--- src/verilog/swl_map.vh ---
// constants for the serial wiper code loader
`ifndef SWL_MAP_VH
`define SWL_MAP_VH
`define SWL_WIDTH_256      8
`define SWL_WIDTH_33       6
`define SWL_TAPS_256       256
`define SWL_TAPS_33        33
`define SWL_TOP_CODE_256   8'hff
`define SWL_TOP_CODE_33    6'h20
`define SWL_MID_CODE_256   8'h80
`define SWL_MID_CODE_33    6'h10
`define SWL_PIN_IDLE       3'h7
`endif

--- src/verilog/swl_tap_decoder.v ---
// wiper code to one-hot ladder tap decoder with saturation
`timescale 1ns/1ps
`include "swl_map.vh"
module swl_tap_decoder #(
	parameter WIDTH = 8,      // latch width
	parameter TAPS  = 256     // ladder tap count
) (
	input  wire [WIDTH-1:0] code,
	output reg  [TAPS-1:0]  tap_sel
);
	integer i;
	// one tap per code; codes past the last tap stay on the topmost tap
	always @* begin
		tap_sel = {TAPS{1'b0}};
		for (i = 0; i < TAPS; i = i + 1) begin
			if (code == i[WIDTH-1:0]) begin
				tap_sel[i] = 1'b1;
			end
		end
		if (code > TAPS - 1) begin
			tap_sel[TAPS-1] = 1'b1;
		end
	end
endmodule // swl_tap_decoder

--- src/verilog/swl_wiper_loader.v ---
// serial wiper code loader: three-wire write-only input, latch and tap select
`timescale 1ns/1ps
`include "swl_map.vh"
module swl_wiper_loader #(
	parameter NARROW = 0    // 0: 256-tap variant, 1: 33-tap variant
) (
	input  wire         ref_clk,          // system clock
	input  wire         resetn,           // power-on reset, active low
	input  wire         serial_clk,       // host serial clock pin
	input  wire         chip_sel_n,       // host select pin, active low
	input  wire         serial_in,        // host serial data pin
	input  wire         power_down_n,     // shutdown pin, active low
	output reg  [7:0]   wiper_code_latch, // latched code, raw, low bits used
	output reg  [7:0]   wb_setting,       // wiper-to-B step count
	output reg  [7:0]   wa_setting,       // wiper-to-A step count
	output reg  [255:0] tap_sel,          // one-hot ladder tap, bit 0 at the B end
	output reg          a_switch_closed,  // high while the A terminal is connected
	output reg          wiper_short_b     // high while the wiper is shorted to B
);

	// variant geometry; every width below follows from the one NARROW switch
	localparam WIDTH = NARROW ? `SWL_WIDTH_33 : `SWL_WIDTH_256;
	localparam TAPS  = NARROW ? `SWL_TAPS_33 : `SWL_TAPS_256;
	localparam [7:0] MID  = NARROW ? {2'h0, `SWL_MID_CODE_33} : `SWL_MID_CODE_256;
	localparam [7:0] TOP  = NARROW ? {2'h0, `SWL_TOP_CODE_33} : `SWL_TOP_CODE_256;
	localparam [7:0] WA_RST = TOP - MID; // wiper-to-A count at the preset

	// two-stage synchronisers; stage one feeds only stage two
	reg [2:0]       sync_a;    // first stage: clk, cs_n, sdi
	reg [2:0]       sync_b;    // second stage
	reg             pdn_a;     // shutdown first stage
	reg             pdn_b;     // shutdown second stage

	// edge memories and the serial datapath
	reg             clk_prev;  // last synced serial clock
	reg             cs_prev;   // last synced select
	reg [WIDTH-1:0] shift_reg; // serial shift register
	reg [7:0]       code_q;    // latch held internally

	// combinational helpers
	wire [TAPS-1:0] dec_taps;  // decoder output
	wire [7:0]      clamped;   // code clipped to the top tap
	wire            clk_rise;  // synced serial clock went low to high
	wire            cs_rise;   // synced select went low to high
	wire            selected;  // synced select is low
	wire [7:0]      load_word; // shift register widened to the latch port
	wire [255:0]    tap_wide;  // decoder output widened to the tap port

	// rising edge between two successive samples of a re-timed pin
	function rising;
		input now;  // current sample
		input prev; // sample one clock earlier
		begin
			rising = now & ~prev;
		end
	endfunction

	// zero-extend a latch-width code to the eight-bit port;
	// a loop avoids a zero-width replication in the wide build
	function [7:0] widen_code;
		input [WIDTH-1:0] v; // code of latch width
		integer j;           // bit index
		begin
			widen_code = 8'h00;
			for (j = 0; j < WIDTH; j = j + 1) begin
				widen_code[j] = v[j];
			end
		end
	endfunction

	// zero-extend the decoder's taps to the full 256-bit port;
	// unused upper taps of the short ladder stay low
	function [255:0] widen_taps;
		input [TAPS-1:0] v; // one-hot taps of this variant
		integer j;          // tap index
		begin
			widen_taps = 256'h0;
			for (j = 0; j < TAPS; j = j + 1) begin
				widen_taps[j] = v[j];
			end
		end
	endfunction

	// all link pins are async to ref_clk, so they are re-timed first;
	// the idle value is high so that no false select edge follows reset
	always @(posedge ref_clk or negedge resetn) begin
		if (!resetn) begin
			sync_a <= `SWL_PIN_IDLE;
			sync_b <= `SWL_PIN_IDLE;
			pdn_a  <= 1'b1; // not in shutdown while reset
			pdn_b  <= 1'b1;
		end else begin
			sync_a <= {serial_clk, chip_sel_n, serial_in};
			sync_b <= sync_a;
			pdn_a  <= power_down_n;
			pdn_b  <= pdn_a;
		end
	end

	// edge detection on the second stage only; the first stage may be metastable
	assign clk_rise = rising(sync_b[2], clk_prev);
	assign cs_rise  = rising(sync_b[1], cs_prev);
	assign selected = ~sync_b[1];

	// previous samples for the edge detectors
	// a reset value of one hides a clock that rests low from a false rise
	always @(posedge ref_clk or negedge resetn) begin
		if (!resetn) begin
			clk_prev <= 1'b1;
			cs_prev  <= 1'b1;
		end else begin
			clk_prev <= sync_b[2];
			cs_prev  <= sync_b[1];
		end
	end

	// shift on a sampled clock rise while selected
	// limitation: each serial clock phase must last at least three ref_clk cycles
	always @(posedge ref_clk or negedge resetn) begin
		if (!resetn) begin
			shift_reg <= {WIDTH{1'b0}};
		end else begin
			// interface stays live in shutdown so codes can change meanwhile
			if (selected && clk_rise) begin
				shift_reg <= {shift_reg[WIDTH-2:0], sync_b[0]};
			end
		end
	end

	// the whole word moves at once, so a partial word never reaches the ladder
	assign load_word = widen_code(shift_reg);

	// latch the word on a select rise; the clock level plays no part
	always @(posedge ref_clk or negedge resetn) begin
		if (!resetn) begin
			code_q <= MID;
		end else begin
			if (cs_rise) begin
				code_q <= load_word;
			end
		end
	end

	// raw codes above full scale are kept in the latch; the settings and the tap saturate
	assign clamped = (code_q > TOP) ? TOP : code_q;

	// one-hot decode of the raw code; the decoder saturates on its own
	swl_tap_decoder #(
		.WIDTH (WIDTH),
		.TAPS  (TAPS)
	) u_dec (
		.code    (code_q[WIDTH-1:0]),
		.tap_sel (dec_taps)
	);

	assign tap_wide = widen_taps(dec_taps);

	// registered outputs; shutdown overrides the tap but never the latch
	// the settings keep tracking the latch in shutdown so the exit is seamless
	always @(posedge ref_clk or negedge resetn) begin
		if (!resetn) begin
			wiper_code_latch <= MID;    // preset shows before any transfer
			wb_setting       <= MID;
			wa_setting       <= WA_RST;
			tap_sel          <= 256'h0; // no tap until the first edge after release
			a_switch_closed  <= 1'b1;
			wiper_short_b    <= 1'b0;
		end else begin
			wiper_code_latch <= code_q;
			wb_setting       <= clamped;
			wa_setting       <= TOP - clamped;
			if (!pdn_b) begin
				// shutdown: wiper parked on the B-end tap, A side open
				tap_sel         <= 256'h1;
				a_switch_closed <= 1'b0;
				wiper_short_b   <= 1'b1;
			end else begin
				// normal: the stored code selects the tap again
				tap_sel         <= tap_wide;
				a_switch_closed <= 1'b1;
				wiper_short_b   <= 1'b0;
			end
		end
	end
endmodule // swl_wiper_loader

--- config.mk ---
export PLATFORM = sky130hd
export DESIGN_NAME = swl_wiper_loader
export DESIGN_NICKNAME = d
export VERILOG_FILES = /design/src/verilog/swl_tap_decoder.v /design/src/verilog/swl_wiper_loader.v
export VERILOG_INCLUDE_DIRS = /design/src /design/src/verilog
export SDC_FILE = /design/constraint.sdc
export NUM_CORES = 1
export LEC_CHECK = 0
export ABC_CLOCK_PERIOD_IN_PS = 3600
export BUFFER_PORTS_ARGS = -buffer_cell sky130_fd_sc_hd__buf_2
export CORE_AREA = 2 2 137 139
export DETAILED_ROUTE_END_ITERATION = 7
export DIE_AREA = 0 0 139 141
export PLACE_DENSITY = 0.9
export SYNTH_ARGS = -nofsm -noshare
export SYNTH_HDL_FRONTEND = slang
export SYNTH_SLANG_ARGS = --single-unit
export TNS_END_PERCENT = 50
--- constraint.sdc ---
create_clock -name ref_clk -period 3.6 [get_ports ref_clk]
set_input_delay 0.36 -clock ref_clk [delete_from_list [all_inputs] [get_ports ref_clk]]
set_output_delay 0.36 -clock ref_clk [all_outputs]
set_load 0.01 [all_outputs]
==> results.md <==
- Clock Tree Root: clkbuf_16
- Final HPWL DP: roughly 16000 um
- RSZ-0062 raised after global routing: false
- Outcome: completed
- Dpl cell area: around 0.011 mm^2
- Post-route ant nets: 0
- Cell taking the most area after synthesis: dfrtp_1
- First-pass GRT wire length: ~41000 um
- Distinct cells, synth: 28
- FP Rows: 50
- Wire per inst: around 22 um
- IO Pins: around 290
- Ys flop type: dfrtp_1
- H-tree depth: 1
- Clk slew on worst S/H paths: about 0.06 ns
- Mapped cell area: between 0.009 and 0.01 mm^2
- Synth top area share: between 70% and 80%
- Max Slew Vio Count: 0
- CORE AREA: roughly 0.018 mm^2
- Vias in the first global route: 6832
- Register area share after synthesis: 76.6%
- EDFF count, synth: 0
- Router iterations before antenna repair: 5
- Inserted Clock Buffers: 28
- Synthesis-to-finish area growth: 24.8%
- Critical path class: register to register
- Critical Path Max Stage Delay: 1.00 ns
- Crit path DAT: about 2.8 ns
- Die Y-Extent: 141 um
- GRT Util Overall: approximately a quarter
- Detailed-route DRC error count: 0
- Final Setup Violations: 0
- Leading post-synthesis cells by cell area: dfrtp_1 71%, nor3_1 12%, dfstp_2 5.3%, clkbuf_1 2.0%, mux2_2 1.8%
- Power per standard cell area: roughly 700 mW/mm^2
- Commonest cells post-synth: 280 x dfrtp_1, 244 x nor3_1, 52 x clkbuf_1, 27 x buf_2, 20 x dfstp_2
- Max frequency: about 0.42 GHz
- Filler cell count: roughly 1200
- Slowest-stage cell, CP: dfrtp_1
- HP Class: register to register
- Port bufs: 287
- Worst slew pin tran: roughly 1.2 ns
- Most common cell in the netlist: dfrtp_1
- Initial antenna violation count: 0
- Worst-path cell chain: inv_1, nor3_1
- Ys Warns: 0
- Tcrit/Tclk final: between 60% and 70%
- DR iter-0 viols: 395
- CTS Sinks: 300
- Largest net degree at the start of global routing: 120
- CP startpoint kind: register
- Setup TNS: 0 ns
- Post-synth ARST share: 100%
- Post-CTS resize count: 0
- CP top delay family: flip-flops
- Synthesized Nets: a little over 700
- Layout cell share with drive strength beyond 1: between 40% and 50%
- Met2 Use GR: 44.0%
- VDD IR max: 0.675 mV
- Worst skew pair latency: 0.53 ns
- Synthesis-stage register bit count: 300
- CP Capture Type: register
- Via count: roughly 6800
- Synth Instances: between 700 and 800
- Maximum clock path buffer count: 3
- Req. time, crit path: about 4 ns
- Initial core utilization: roughly 54%
- CTS tree: done
- Crit-path max FO: 33
- Final Hold Fails: 0
- NumNets Final: ~960
- Leak: between 0.006 and 0.007 uW
- Gr busiest metal: met2
- Final Instance Area: around 0.012 mm^2
- Final WL: 26200 um
- Chip width: roughly 140 um
- Global route overflow: 0
- Grt met1 use: between 30% and 40%
- Number of inserted diodes: 0
- Final core occ: approximately 67%
- Die area: 0.0196 mm^2
- Global-route met3 utilization: approximately 4.3%
- Slew HR: 22.7%
- Max cap viols: 0
- Avg Vias per Cell: between 5 and 6
- Synthesized area per cell: 13.8 um^2
- Buffer and inverter count on the worst path: 1
- Min Tclk post-route: between 2 and 2.5 ns
- Worst Skew: just under 0.01 ns
- RePlAce Congestion: ~0.80
## area by class of cell
class | count | area, um^2 | share of cell area, %
inverter | 9 | 33.8 | 0.275
sequential | 300 | 7530 | 61.4
clock inverter | 8 | 93.8 | 0.765
clock buffer | 43 | 868 | 7.08
timing repair buffer | 308 | 1640 | 13.4
tap | 234 | 293 | 2.39
multi-input combinational | 304 | 1810 | 14.7
## state kept, by name, summed over array words and instances, names as in the netlist, 3 cells and up
register	cells
wa_setting	8
wb_setting	4
sync_b	3
sync_a	3
load_word	8
wiper_code_latch	4
code_q	8
tap_sel	256
## worst reg2reg max path, cell delays in order (launching register included)
cell,delay [ns]
dfrtp_1,1.00
inv_1,0.83
nor3_1,0.43
## stage by stage
step	cells	hold slack [ns]	worst slack (ns)	total power, uW
after floorplan	710	0.0644	2.04	4920
after global placement	1150	0.346	1.43	5350
after detailed placement	1150	0.347	1.25	5390
after CTS	1206	0.355	1.24	8400
after global routing	1206	0.358	0.968	8670
final	1206	0.355	1.24	8350
## final timing paths
check / from / endpoint / slack [ns] / cells after the start
max: code_q[2]$_DFFE_PN0P_ / tap_sel[39]$_DFF_PN0_ / 1.24 / 2
min: sync_a[0]$_DFF_PN1_ / sync_b[0]$_DFF_PN1_ / 0.35 / 0
max reg2reg: code_q[2]$_DFFE_PN0P_ / tap_sel[39]$_DFF_PN0_ / 1.24 / 2
min reg2reg: sync_a[0]$_DFF_PN1_ / sync_b[0]$_DFF_PN1_ / 0.35 / 0
max in group asynchronous: resetn / tap_sel[13]$_DFF_PN0_ / 2.13 / 3
min in group asynchronous: resetn / tap_sel[112]$_DFF_PN0_ / 0.42 / 2
## cell families after synthesis
family          after synthesis  share of synthesized area, %
compound gates                1                        0.0764
flops                       300                          76.6
simple gates                287                          16.4
mux                          16                          1.83
buf+inv                     106                          5.04
## power by group
group / internal (uW) / total, uW / switching (uW)
clock network: 1800 / 3010 / 1210
registers: 3600 / 3860 / 263
logic: 348 / 1480 / 1130
total: 5750 / 8350 / 2610
## routing by layer
layer  routed length, um  up-vias
li1                    -     2882
met1               10200     3462
met2               13100      386
met3                2050       61
met4                 792        0
met5                   0        -
## cell usage in the layout, fill, tap and decap left out, types with 2 or more instances in the layout
cell type / netlist / layout
clkbuf_1: 52 / 5
clkbuf_8: 0 / 9
bufinv_16: 0 / 2
nand3b_1: 2 / 2
inv_1: 9 / 9
nand4bb_1: 7 / 7
dfstp_2: 20 / 20
nor3_4: 2 / 2
clkbuf_16: 0 / 29
buf_12: 0 / 2
nand3_1: 2 / 2
nand2_1: 2 / 2
dlygate4sd3_1: 0 / 5
buf_4: 8 / 14
mux2_2: 16 / 16
or4b_1: 4 / 4
buf_2: 27 / 286
nor3_2: 9 / 9
dfrtp_1: 280 / 280
nand4b_1: 5 / 5
clkinv_2: 0 / 5
nor3_1: 244 / 244
nand2b_1: 3 / 2
## timing repair
action	CTS	global route
endpoints found under the hold margin	70	0
hold buffers	5	0
setup buffers	0	0
(Power assumes the default switching activity.)
